### src/core/mwg_pkg.sv
// shared constants and types of the media walker thread generator
package mwg_pkg;
    localparam int ADDR_W = 12;
    localparam int CMD_WORDS = 17;
    localparam logic [11:0] REG_CMD_BASE = 12'h000;
    localparam logic [11:0] REG_CTRL = 12'h080;
    localparam logic [11:0] REG_FE_STATE = 12'h084;
    localparam logic [11:0] REG_DESC_BASE = 12'h088;
    localparam logic [11:0] REG_STATUS = 12'h08C;
    localparam logic [11:0] REG_INLINE_BASE = 12'h100;
    localparam int CTRL_GO_BIT = 0;
    localparam int CTRL_GENERIC_BIT = 1;
    localparam int FE_USE_SB_BIT = 8;
    localparam logic [31:0] CTRL_RST = 32'h0000_0000;
    localparam logic [31:0] FE_STATE_RST = 32'h0000_00FF;
    localparam logic [31:0] DESC_BASE_RST = 32'h0000_0000;
    localparam logic [15:0] LEN_NO_INLINE = 16'h000F;
    // command dword indices
    localparam int DW_LEN = 0;
    localparam int DW_IDO = 1;
    localparam int DW_SBM = 5;
    localparam int DW_CTL = 6;
    localparam int DW_CNT = 7;
    localparam int DW_BRES = 8;
    localparam int DW_LSTART = 9;
    localparam int DW_LEND = 10;
    localparam int DW_LOSTR = 11;
    localparam int DW_LIUNIT = 12;
    localparam int DW_GRES = 13;
    localparam int DW_GSTART = 14;
    localparam int DW_GOSTR = 15;
    localparam int DW_GIUNIT = 16;
    // field positions
    localparam int HI_LSB = 16;
    localparam int LO_LSB = 0;
    localparam int COLOR_LSB = 24;
    localparam int MID_EXTRA_LSB = 16;
    localparam int MID_UY_LSB = 12;
    localparam int MID_UX_LSB = 8;
    localparam int DESC_BYTES_DEF = 32;

    typedef enum logic [1:0] {ST_IDLE, ST_RUN, ST_HDR, ST_DATA} mwg_state_e;

    typedef struct packed {
        logic [9:0] x;
        logic [9:0] y;
        logic [3:0] color;
        logic use_sb;
        logic [7:0] sb_mask;
        logic [31:0] desc_ptr;
    } mwg_thr_s;

    typedef struct packed {
        logic hdr;
        logic last;
        mwg_thr_s thr;
        logic [31:0] word;
    } mwg_out_s;
endpackage

### src/core/mwg_walker.sv
// walker command expander with ahb-lite register slave
// Contract
// - one walker command expands into threads over a rectangle, each with X/Y
// - up to eight scoreboards driven from thread X/Y and loaded state
// - with scoreboard enabled, each thread's X/Y and color go to scoreboard
// - inline words are replicated into every generated thread
// - new inline payload per command accepted without any flush
// - length above 15 means inline present; exactly 15 means none
// - descriptor pointer is base plus 5-bit offset in whole descriptors
// - command mask ANDed with front end mask, shared by all threads
// - innermost step repeats count plus one times, color increments
// - middle loop: 5-bit extra steps, 2-bit signed X and Y units
// - global count bits 25:16, local count bits 9:0, both 10 bits
// - local loop bounded by 9-bit block width and height
// - local loop starts and ends at 9-bit X/Y positions
// - local outer loop advances by signed 10-bit X/Y strides
// - local inner loop steps by signed 10-bit X/Y units
// - global loop bounded by 9-bit width and height
// - global loop starts at signed 10-bit X/Y positions
// - global outer loop advances by signed 10-bit X/Y strides
// - global inner loop steps by signed 10-bit X/Y units
`timescale 1ns/1ps
module mwg_walker import mwg_pkg::*; #(
    parameter int INL_DEPTH = 16,
    parameter int DESC_BYTES = DESC_BYTES_DEF
) (
    // clock and reset
    input wire logic core_clk,
    input wire logic rstn,
    // ahb-lite slave
    input wire logic hsel,
    input wire logic [31:0] haddr,
    input wire logic [1:0] htrans,
    input wire logic hwrite,
    input wire logic [2:0] hsize,
    input wire logic [31:0] hwdata,
    input wire logic hready,
    output logic hreadyout,
    output logic hresp,
    output logic [31:0] hrdata,
    // thread stream to spawner and scoreboard
    output logic out_valid,
    output mwg_out_s out_beat,
    input wire logic out_ready
);
    initial begin
        if (INL_DEPTH < 1 || INL_DEPTH > 255)
            $error("INL_DEPTH out of range");
        if (DESC_BYTES < 1)
            $error("DESC_BYTES out of range");
    end

    typedef struct packed {
        logic rdy;
        logic [31:0] rdata;
        logic wr_pend;
        logic [ADDR_W-1:0] waddr;
        logic [CMD_WORDS-1:0][31:0] cmd;
        logic [INL_DEPTH-1:0][31:0] inl;
        logic [31:0] ctrl;
        logic [31:0] fe;
        logic [31:0] dbase;
        mwg_state_e state;
        logic fin;
        logic [7:0] inl_n;
        logic [7:0] idx;
        logic [3:0] c;
        logic [4:0] m;
        logic [9:0] lo;
        logic [9:0] go;
        // global loop base and current position, sign extended
        logic [11:0] gbx;
        logic [11:0] gby;
        logic [11:0] gx;
        logic [11:0] gy;
        // local, middle and inner positions, relative to global
        logic [11:0] lbx;
        logic [11:0] lby;
        logic [11:0] mbx;
        logic [11:0] mby;
        logic [11:0] lx;
        logic [11:0] ly;
        logic [7:0] mask;
        logic [31:0] dptr;
        logic [15:0] thr_cnt;
        logic ov;
        mwg_out_s ob;
    } mwg_st_s;

    mwg_st_s r, n;

    function automatic logic [11:0] sx10(input logic [9:0] v);
        return {{2{v[9]}}, v};
    endfunction

    function automatic logic [11:0] sx2(input logic [1:0] v);
        return {{10{v[1]}}, v};
    endfunction

    function automatic logic in_area(input logic [11:0] p,
                                    input logic [8:0] res);
        return !p[11] && (p < {3'h0, res});
    endfunction

    always_comb begin
        logic [ADDR_W-1:0] a;
        logic go_req;
        logic [15:0] len;
        logic [11:0] cx;
        logic [11:0] cy;
        logic [11:0] nlx;
        logic [11:0] nly;
        logic [11:0] ngx;
        logic [11:0] ngy;
        logic [11:0] t;
        logic inner_end;
        logic ginner_end;
        logic [8:0] bresx;
        logic [8:0] bresy;
        logic [8:0] gresx;
        logic [8:0] gresy;
        logic [11:0] endx;
        logic [11:0] endy;
        logic [11:0] liux;
        logic [11:0] liuy;
        logic [11:0] giux;
        logic [11:0] giuy;
        logic [3:0] ccnt;
        logic [4:0] mext;
        logic [9:0] lcnt;
        logic [9:0] gcnt;
        a = haddr[ADDR_W-1:0];
        go_req = 1'b0;
        len = r.cmd[DW_LEN][15:0];
        cx = 12'h000;
        cy = 12'h000;
        nlx = 12'h000;
        nly = 12'h000;
        ngx = 12'h000;
        ngy = 12'h000;
        t = 12'h000;
        inner_end = 1'b0;
        ginner_end = 1'b0;
        bresx = r.cmd[DW_BRES][LO_LSB +: 9];
        bresy = r.cmd[DW_BRES][HI_LSB +: 9];
        gresx = r.cmd[DW_GRES][LO_LSB +: 9];
        gresy = r.cmd[DW_GRES][HI_LSB +: 9];
        endx = {3'h0, r.cmd[DW_LEND][LO_LSB +: 9]};
        endy = {3'h0, r.cmd[DW_LEND][HI_LSB +: 9]};
        liux = sx10(r.cmd[DW_LIUNIT][LO_LSB +: 10]);
        liuy = sx10(r.cmd[DW_LIUNIT][HI_LSB +: 10]);
        giux = sx10(r.cmd[DW_GIUNIT][LO_LSB +: 10]);
        giuy = sx10(r.cmd[DW_GIUNIT][HI_LSB +: 10]);
        ccnt = r.cmd[DW_CTL][COLOR_LSB +: 4];
        mext = r.cmd[DW_CTL][MID_EXTRA_LSB +: 5];
        lcnt = r.cmd[DW_CNT][LO_LSB +: 10];
        gcnt = r.cmd[DW_CNT][HI_LSB +: 10];
        n = r;

        // bus: zero-wait slave, read data prepared in the address phase
        n.rdy = 1'b1;
        n.wr_pend = 1'b0;
        if (hsel && htrans[1] && hready) begin
            n.wr_pend = hwrite;
            n.waddr = a;
            n.rdata = 32'h0000_0000;
            if (!hwrite) begin
                if (a < REG_CMD_BASE + 12'(4 * CMD_WORDS))
                    n.rdata = r.cmd[a[ADDR_W-1:2]];
                else if (a >= REG_INLINE_BASE &&
                         a < REG_INLINE_BASE + 12'(4 * INL_DEPTH))
                    n.rdata = r.inl[a[ADDR_W-1:2] - REG_INLINE_BASE[11:2]];
                else if (a == REG_CTRL)
                    n.rdata = r.ctrl;
                else if (a == REG_FE_STATE)
                    n.rdata = r.fe;
                else if (a == REG_DESC_BASE)
                    n.rdata = r.dbase;
                else if (a == REG_STATUS)
                    n.rdata = {r.thr_cnt, 15'h0000, r.state != ST_IDLE};
            end
        end
        // payload and command words stay frozen while a walk is running
        if (r.wr_pend) begin
            if (r.waddr == REG_CTRL) begin
                n.ctrl[CTRL_GENERIC_BIT] = hwdata[CTRL_GENERIC_BIT];
                // only generic mode lets a walk start
                go_req = hwdata[CTRL_GO_BIT] &&
                         r.ctrl[CTRL_GENERIC_BIT];
            end else if (r.waddr == REG_FE_STATE) begin
                n.fe = {23'h00_0000, hwdata[8:0]};
            end else if (r.waddr == REG_DESC_BASE) begin
                n.dbase = hwdata;
            end else if (r.state == ST_IDLE) begin
                if (r.waddr < REG_CMD_BASE + 12'(4 * CMD_WORDS))
                    n.cmd[r.waddr[ADDR_W-1:2]] = hwdata;
                else if (r.waddr >= REG_INLINE_BASE &&
                         r.waddr < REG_INLINE_BASE + 12'(4 * INL_DEPTH))
                    n.inl[r.waddr[ADDR_W-1:2] - REG_INLINE_BASE[11:2]] =
                        hwdata;
            end
        end

        unique case (r.state)
            ST_IDLE: begin
                // dual, quad and repel bits of the control word are ignored
                if (go_req) begin
                    n.state = ST_RUN;
                    n.fin = 1'b0;
                    n.thr_cnt = 16'h0000;
                    // indirect data is never fetched; payload is inline
                    if (len > LEN_NO_INLINE) begin
                        t = 12'(len - LEN_NO_INLINE);
                        n.inl_n = (t > 12'(INL_DEPTH)) ?
                                  8'(INL_DEPTH) : t[7:0];
                    end else begin
                        n.inl_n = 8'h00;
                    end
                    n.mask = r.cmd[DW_SBM][7:0] & r.fe[7:0];
                    n.dptr = r.dbase + 32'(r.cmd[DW_IDO][4:0]) *
                             32'(DESC_BYTES);
                    n.c = 4'h0;
                    n.m = 5'h00;
                    n.lo = 10'h000;
                    n.go = 10'h000;
                    n.gbx = sx10(r.cmd[DW_GSTART][LO_LSB +: 10]);
                    n.gby = sx10(r.cmd[DW_GSTART][HI_LSB +: 10]);
                    n.gx = n.gbx;
                    n.gy = n.gby;
                    n.lbx = {3'h0, r.cmd[DW_LSTART][LO_LSB +: 9]};
                    n.lby = {3'h0, r.cmd[DW_LSTART][HI_LSB +: 9]};
                    n.mbx = n.lbx;
                    n.mby = n.lby;
                    n.lx = n.lbx;
                    n.ly = n.lby;
                end
            end
            ST_RUN: begin
                // one candidate per cycle; a skipped position still costs one
                cx = r.gx + r.lx;
                cy = r.gy + r.ly;
                if (in_area(cx, gresx) && in_area(cy, gresy)) begin
                    n.state = ST_HDR;
                    n.ov = 1'b1;
                    n.thr_cnt = r.thr_cnt + 16'h0001;
                    n.ob.hdr = 1'b1;
                    n.ob.last = (r.inl_n == 8'h00);
                    n.ob.word = 32'h0000_0000;
                    n.ob.thr.x = cx[9:0];
                    n.ob.thr.y = cy[9:0];
                    n.ob.thr.color = r.c;
                    n.ob.thr.use_sb = r.fe[FE_USE_SB_BIT];
                    n.ob.thr.sb_mask = r.mask;
                    n.ob.thr.desc_ptr = r.dptr;
                end
                // advance: color, local inner, middle, local outer,
                // global inner, global outer
                if (r.c != ccnt) begin
                    n.c = r.c + 4'h1;
                end else begin
                    n.c = 4'h0;
                    nlx = r.lx + liux;
                    nly = r.ly + liuy;
                    // zero X and Y units, a reached end or leaving the block closes the inner walk
                    inner_end = (liux == 12'h000 && liuy == 12'h000) ||
                                (liux != 12'h000 && r.lx == endx) ||
                                (liuy != 12'h000 && r.ly == endy) ||
                                !in_area(nlx, bresx) ||
                                !in_area(nly, bresy);
                    if (!inner_end) begin
                        n.lx = nlx;
                        n.ly = nly;
                    end else if (r.m != mext) begin
                        n.m = r.m + 5'h01;
                        n.mbx = r.mbx + sx2(r.cmd[DW_CTL][MID_UX_LSB +: 2]);
                        n.mby = r.mby + sx2(r.cmd[DW_CTL][MID_UY_LSB +: 2]);
                        n.lx = n.mbx;
                        n.ly = n.mby;
                    end else if (r.lo != lcnt) begin
                        n.m = 5'h00;
                        n.lo = r.lo + 10'h001;
                        n.lbx = r.lbx +
                                sx10(r.cmd[DW_LOSTR][LO_LSB +: 10]);
                        n.lby = r.lby +
                                sx10(r.cmd[DW_LOSTR][HI_LSB +: 10]);
                        n.mbx = n.lbx;
                        n.mby = n.lby;
                        n.lx = n.lbx;
                        n.ly = n.lby;
                    end else begin
                        n.m = 5'h00;
                        n.lo = 10'h000;
                        n.lbx = {3'h0, r.cmd[DW_LSTART][LO_LSB +: 9]};
                        n.lby = {3'h0, r.cmd[DW_LSTART][HI_LSB +: 9]};
                        n.mbx = n.lbx;
                        n.mby = n.lby;
                        n.lx = n.lbx;
                        n.ly = n.lby;
                        ngx = r.gx + giux;
                        ngy = r.gy + giuy;
                        ginner_end = (giux == 12'h000 && giuy == 12'h000) ||
                                     !in_area(ngx, gresx) ||
                                     !in_area(ngy, gresy);
                        if (!ginner_end) begin
                            n.gx = ngx;
                            n.gy = ngy;
                        end else if (r.go != gcnt) begin
                            n.go = r.go + 10'h001;
                            n.gbx = r.gbx +
                                    sx10(r.cmd[DW_GOSTR][LO_LSB +: 10]);
                            n.gby = r.gby +
                                    sx10(r.cmd[DW_GOSTR][HI_LSB +: 10]);
                            n.gx = n.gbx;
                            n.gy = n.gby;
                        end else begin
                            n.fin = 1'b1;
                            if (n.state == ST_RUN)
                                n.state = ST_IDLE;
                        end
                    end
                end
            end
            ST_HDR: begin
                if (out_ready) begin
                    if (r.inl_n != 8'h00) begin
                        n.state = ST_DATA;
                        n.ob.hdr = 1'b0;
                        n.ob.word = r.inl[0];
                        n.ob.last = (r.inl_n == 8'h01);
                        n.idx = 8'h01;
                    end else begin
                        n.ov = 1'b0;
                        n.state = r.fin ? ST_IDLE : ST_RUN;
                    end
                end
            end
            ST_DATA: begin
                if (out_ready) begin
                    if (r.ob.last) begin
                        n.ov = 1'b0;
                        n.state = r.fin ? ST_IDLE : ST_RUN;
                    end else begin
                        // same words go to every thread of this command
                        n.ob.word = r.inl[r.idx];
                        n.ob.last = (r.idx + 8'h01 == r.inl_n);
                        n.idx = r.idx + 8'h01;
                    end
                end
            end
        endcase
    end

    always_ff @(posedge core_clk or negedge rstn) begin
        if (!rstn) begin
            r <= '0;
            r.ctrl <= CTRL_RST;
            r.fe <= FE_STATE_RST;
            r.dbase <= DESC_BASE_RST;
            r.state <= ST_IDLE;
        end else begin
            r <= n;
        end
    end

    assign hreadyout = r.rdy;
    assign hresp = 1'b0;
    assign hrdata = r.rdata;
    assign out_valid = r.ov;
    assign out_beat = r.ob;
endmodule // mwg_walker
### config.mk
export PLATFORM = sky130hd
export DESIGN_NAME = mwg_walker
export DESIGN_NICKNAME = d
export VERILOG_FILES = /design/src/core/mwg_pkg.sv /design/src/core/mwg_walker.sv
export SDC_FILE = /design/constraint.sdc
export NUM_CORES = 2
export LEC_CHECK = 0
export BUFFER_PORTS_ARGS = -buffer_cell sky130_fd_sc_hd__buf_2
export CORE_MARGIN = 2
export CORE_UTILIZATION = 65
export DETAILED_ROUTE_END_ITERATION = 6
export PLACE_DENSITY = 0.83
export SYNTH_ARGS = -nofsm -noshare
export SYNTH_HDL_FRONTEND = slang
export SYNTH_SLANG_ARGS = --single-unit
### constraint.sdc
create_clock -name core_clk -period 11.5 [get_ports core_clk]
set_clock_uncertainty 0.05 [all_clocks]
set_input_delay 2.3 -clock core_clk [delete_from_list [all_inputs] [get_ports core_clk]]
set_output_delay 2.3 -clock core_clk [all_outputs]
set_load 0.005 [all_outputs]
# == Word level (Yosys, flattened, before mapping) ==
# Index checks and enable logic that the tools add are counted.
# word_totals
ff_bits,1468
word_cells,301
# op_classes
add_sub_neg,22
magnitude_cmp,21
eq_ne,35
mux,78
n_bitwise,5
n_reduce_logical,69
# op_table
operator,n
$bwmux W544,1
$bwmux W512,1
$mux W32,16
$pmux W149 S2,1
$bmux W32 S4,2
$mux W205,1
$bmux W32 S5,1
$demux W32 S5,1
$mux W145,1
$add A12 B12 Y12,12
$demux W32 S4,1
$mux W121,1
$mux W116,1
$mux W58,2
$pmux W32 S3,1
$mux W92,1
$eq A12 B8 Y1 const B,7
$lt A12 B9 Y1,6
$mux W72,1
$logic_not A12 Y1,4
$mux W24,2
$mux W48,1
$mux W8,6
$mux W34,1
other kinds (59),158

# == Depth between registers and ports, before layout ==
# logic_depth
word_depth,15
depth_mapped,20

# == Worst setup path after synthesis ==
# Ideal clock, no wire load.
# synth_path
path_type,in2reg
startpoint,in haddr[2]
endpoint,"reg r, in the netlist hrdata[1]"
setup_time_ns,0.134
arrival_ns,4.655
required_time_ns,11.316
slack_ns,6.661
path_stages,7
n_path_buf,3
cell_sequence,buf_2 > buf_2 > buf_1 > mux4_2 > mux4_2 > a221oi_1 > o21ai_0
# synth_between
elab_chain_len,7
# synth_lines
element,line_no,text
"start, declared",mwg_walker.sv:32,"input wire logic [31:0] haddr,"
branches (longest 5 deep; another with $sub A10 B7 Y10),--,
$mux W32 *,mwg_walker.sv:168,if (a < REG_CMD_BASE + 12'(4 * CMD_WORDS))
$mux W32 *,mwg_walker.sv:167,if (!hwrite) begin
"end signal, assigned",mwg_walker.sv:361,r <= n;
"end, declared",mwg_walker.sv:90,"mwg_st_s r, n;"
# Every way passes the cells marked *. The select of a mux whose other input is x is not followed.
# A chain may end at the register's enable or synchronous reset.

# == Worst setup path in the final report ==
# layout_path
startpoint,reg r[1444] in the netlist's numbering
endpoint,reg r[245] in the netlist's numbering
# layout_between
elab_chain_len,12
# layout_lines
element,line_no,text
$add A12 B12 Y12,mwg_walker.sv:299,ngx = r.gx + giux;
$lt A12 B9 Y1 / $logic_not A1 Y1 (equally long branches),mwg_walker.sv:102,"return !p[11] && (p < {3'h0, res});"
$logic_and A1 B1 Y1,mwg_walker.sv:102,
$logic_not A1 Y1,mwg_walker.sv:302,"!in_area(ngx, gresx) ||"
$logic_or A1 B1 Y1,mwg_walker.sv:301,ginner_end = (giux == 12'h000 && giuy == 12'h000) ||
$logic_or A1 B1 Y1,mwg_walker.sv:302,
$mux W24,mwg_walker.sv:304,if (!ginner_end) begin
$mux W58,mwg_walker.sv:279,end else if (r.lo != lcnt) begin
$mux W92,mwg_walker.sv:273,end else if (r.m != mext) begin
$mux W121,mwg_walker.sv:270,if (!inner_end) begin
$mux W145,mwg_walker.sv:258,if (r.c != ccnt) begin
$pmux W149 S2,mwg_walker.sv:204,unique case (r.state)
# Several ways; a longest one is shown, not always the timed one. The select of a mux whose other input is x is not followed.

==> out/results.txt <==
For the number of antenna violations at the first check in global routing, the log shows 9. The share of cells above drive strength 1 was 0.3831; the number of gates resized after CTS was 0. The run gives 54590 as the via count of the first global-routing pass. sky130_fd_sc_hd__dfrtp_1 takes more of the synthesized area than any other cell.

CTS placed an instance of sky130_fd_sc_hd__clkbuf_16 at the clock tree root. The starting density of the core came out at 0.6572. Yosys mapped the design onto 86 distinct sky130hd cell types. The tools report the sequential fraction of the synthesis area as 0.4648. Leaving out fill and tap cells, the most frequent cell in the layout is sky130_fd_sc_hd__dfrtp_1. Setup repair after global routing left no endpoint under its margin. The post-layout utilization of the core came out at 0.7111. Setup violations remaining at the end of the flow were counted as 0. The first-pass GRT wire length was 343.1 mm; the clock buffer count from CTS was 151. The H-tree generated during clock tree synthesis spans 4 levels.

The number of hold buffers added after cts came out at 0. The routed design could run at a clock period as short as 6.310 ns. The overall via count from detail_route is 54220, and the total power density per cell area is 183.5 nW/um^2. Ratio of routed vias to standard cells: 7.059. Final hold analysis gives a worst-case slack of 0.4144 ns. Summed over all failing endpoints, the final setup total negative slack is 0 ns. The sum of routed wire length over all layers is 225.8 mm, and the highest fanout seen on the critical path is 24. At the worst endpoint, the arrival time is 6.93 ns.

In this run the post-CTS setup repair buffer count came out at 0. The share of synthesized flip-flops with an asynchronous set or reset is 1.000, and the number of register bits inferred by synthesis is 1468. In this run, synthesis inferred 0 flip-flops with an integrated enable.

Synthesis handed over a netlist of 6075 instances. The logs give 127 for the number of rows created at floorplan and 0 for the final-report hold violation count. The Yosys step of the flow raised 0 warnings. The slowest stage of the critical path is the sky130_fd_sc_hd__a21oi_4 cell. During placement, the flow inserted port buffers numbering 183.

The maximum single-stage delay on the critical path was 0.95 ns. Number of maximum-capacitance violations: 0. In the final routed layout, each cell accounts on average for 29.40 um. The logs give 0.5415 for the met2 demand-to-capacity share in global routing and 0 for the total DRC errors in the routed layout.

Setup slack on the worst reg-to-reg path comes out at 5.19 ns. The final number of max-transition violations is 0. STA classifies the critical path endpoint as a flop. For the total power, the log shows 15.70 mW. In the final design database the tool counted 6219 nets.

For the met1 demand-to-capacity share in global routing, the log shows 0.5064. The share of the synthesized area in the top cell type was 0.4622. The transition time of the tightest slew-check pin was 1.441 ns. During I/O placement, the number of pins put on the boundary was 209.

The relative slew slack was 0.03274; the final instance area was 85540 sq um. The run gives 0.3656 as the global-route total usage across every layer. The clock sink count came out at 1468.

The peak supply drop was 0.1493 mV; the final RePlAce weighted congestion was 0.9685. Kind of start point of the critical path: a flop. After floorplanning, the core was sized to cover 120300 sq um. The buffers plus inverters on the worst setup path is 2, and the layout-stage area growth over the synthesis result is 8.204%. For the largest net degree at the start of global routing, the log shows 177. Count of routing violations after the opening detailed-route iteration: 6777. The cell area that synthesis handed to floorplanning was 79050 sq um. The library cells used most frequently in the layout, excluding fill and tap cells, are sky130_fd_sc_hd__dfrtp_1 (1454), sky130_fd_sc_hd__mux2_2 (1222), sky130_fd_sc_hd__mux4_2 (480).

The count of TritonRoute iterations in the first routing pass was 6; the maximum clock insertion buffer count was 3. The most crowded layer after global routing is met2. The run gives 0.09597 as the met3 track demand over resource in global routing. The worst hold path belongs to the class reg -> reg.

The logs give 80350 sq um for the cell area after placement and 143.4 mm for the placed wire-length estimate. The clock latency on the worst-skew pair was 0.81 ns. The critical setup path kind is reg -> reg.

The run finished with clean final reports. The tools report the reported leakage power as 38.19 nW. In the post-synthesis netlist, the biggest area contributors are sky130_fd_sc_hd__dfrtp_1 (46%), sky130_fd_sc_hd__mux2_2 (17%), sky130_fd_sc_hd__mux4_2 (14%), sky130_fd_sc_hd__ha_1 (3.1%), sky130_fd_sc_hd__nand2_1 (1.9%).

The logs give 0 for the global-route congestion overflow total and 124400 sq um for the area of the die. The flip-flop cell with the highest count after synthesis was sky130_fd_sc_hd__dfrtp_1. Fill cells in the final layout number 7618.

The signal on the critical path passes through ha_1, inv_1, fa_1, inv_1, a21oi_1, o22ai_1, o41ai_1, xnor2_1, ha_1, a211oi_1, o211ai_1, or4_1, nor4_2, nand4_1, nor4_4, nor2_2, a21oi_4, mux2_2. The portion of the clock cycle consumed by the worst path in the final layout is 0.5487, and the count of nets left with antenna violations after detail routing is 0. The cell family contributing the most delay on the critical path is compound AO/OA/AOI/OAI gates. When the netlist entered floorplanning its net count stood at 6356. The die is 352.7 um wide.

For the worst endpoint required time, the log shows 12.12 ns. In this run the vertical extent of the chip is 352.7 um. Mean area per synthesized cell: 13.01 sq um. Derived from the worst setup path, the maximum achievable clock frequency is 0.1585 GHz.

TritonCTS built the clock tree. After clock tree synthesis, the clock-pin slew on the worst setup and hold paths is 0.06 ns.
-- per-layer routing --
metal / vias to the layer above / part of all wire
li1: 22170 / -
met1: 28240 / 0.38
met2: 3198 / 0.45
met3: 610 / 0.11
met4: 6 / 0.052
met5: - / 0.00017
-- worst paths after layout --
kind / from / endpoint / cells after the start
max in group asynchronous: rstn / r[323] / 3
min in group asynchronous: rstn / r[266] / 1
setup reg to reg: r[1444] / r[245] / 18
setup / recovery: r[1444] / r[245] / 18
hold reg to reg: r[119] / r[119] / 2
hold / removal: r[119] / r[119] / 2
-- area by class of cell --
cell class                 instances  area, sq um  area share
sequential                      1468        36760      0.4297
tap                             1612         2017     0.02358
clock inverter                    52        780.7    0.009128
clock buffer                     226         4392     0.05134
multi-input combinational       3933        39430      0.4610
timing repair buffer             278         1748     0.02044
antenna                            6        15.01   0.0001755
inverter                         106        397.9    0.004652
-- through the flow --
step | cells | setup slack, ns
2_1_floorplan | 6075 | 6.661
3_3_place_gp | 7397 | 5.182
3_5_place_dp | 7397 | 5.172
4_1_cts | 7675 | 5.368
5_1_grt | 7678 | 4.773
6_report | 7681 | 5.190
-- cells in the mapped netlist (13+ instances only) --
master / number
sky130_fd_sc_hd__dfrtp_1: 1460
sky130_fd_sc_hd__mux2_2: 1222
sky130_fd_sc_hd__mux4_2: 480
sky130_fd_sc_hd__nand2_1: 395
sky130_fd_sc_hd__clkbuf_1: 283
sky130_fd_sc_hd__o21ai_0: 205
sky130_fd_sc_hd__nor2_1: 198
sky130_fd_sc_hd__ha_1: 193
sky130_fd_sc_hd__nand3_1: 148
sky130_fd_sc_hd__a21oi_1: 145
sky130_fd_sc_hd__buf_4: 134
sky130_fd_sc_hd__xnor2_1: 116
sky130_fd_sc_hd__buf_1: 111
sky130_fd_sc_hd__inv_1: 105
sky130_fd_sc_hd__xor2_1: 78
sky130_fd_sc_hd__nand2b_1: 59
sky130_fd_sc_hd__nor3_1: 53
sky130_fd_sc_hd__a21o_1: 48
sky130_fd_sc_hd__a31oi_1: 40
sky130_fd_sc_hd__mux2i_1: 39
sky130_fd_sc_hd__nor2b_1: 35
sky130_fd_sc_hd__a22o_1: 34
sky130_fd_sc_hd__a22oi_1: 33
sky130_fd_sc_hd__buf_2: 33
sky130_fd_sc_hd__o211ai_1: 31
sky130_fd_sc_hd__and3_1: 28
sky130_fd_sc_hd__nor4_1: 27
sky130_fd_sc_hd__o22ai_1: 22
sky130_fd_sc_hd__nand4_1: 21
sky130_fd_sc_hd__o21a_1: 21
sky130_fd_sc_hd__o221ai_1: 19
sky130_fd_sc_hd__a211oi_1: 18
sky130_fd_sc_hd__o31ai_1: 17
sky130_fd_sc_hd__or3_1: 15
sky130_fd_sc_hd__and2_1: 14
sky130_fd_sc_hd__fa_1: 13
-- kinds of logic after synthesis --
group,share of synthesized area
muxes,0.3172
DFF,0.4648
and+or+nand+nor,0.06154
AOI/OAI and AO/OA,0.06121
buffers and inverters,0.03955
adders and majority gates,0.03384
xor gates and xnor gates,0.02170
other,0.00009500
-- registers in the layout, indices dropped and copies added, names as in the netlist --
signal / flops
out_valid: 1
out_beat: 99
hrdata: 32
r: 1335
hreadyout: 1
-- where the power goes --
group / internal, mW / leakage [nW] / switching, mW
Sequential: 5.58 / 18.7 / 0.506
Combinational: 1.93 / 17.0 / 2.56
Clock: 2.98 / 2.53 / 2.15
-- worst min-delay path, stage by stage (launching register included) --
cell                      delay (ns)
sky130_fd_sc_hd__dfrtp_1        0.34
sky130_fd_sc_hd__nand2_1        0.05
sky130_fd_sc_hd__nand2_1        0.05
Note: power is estimated with default switching activity, not from simulation.
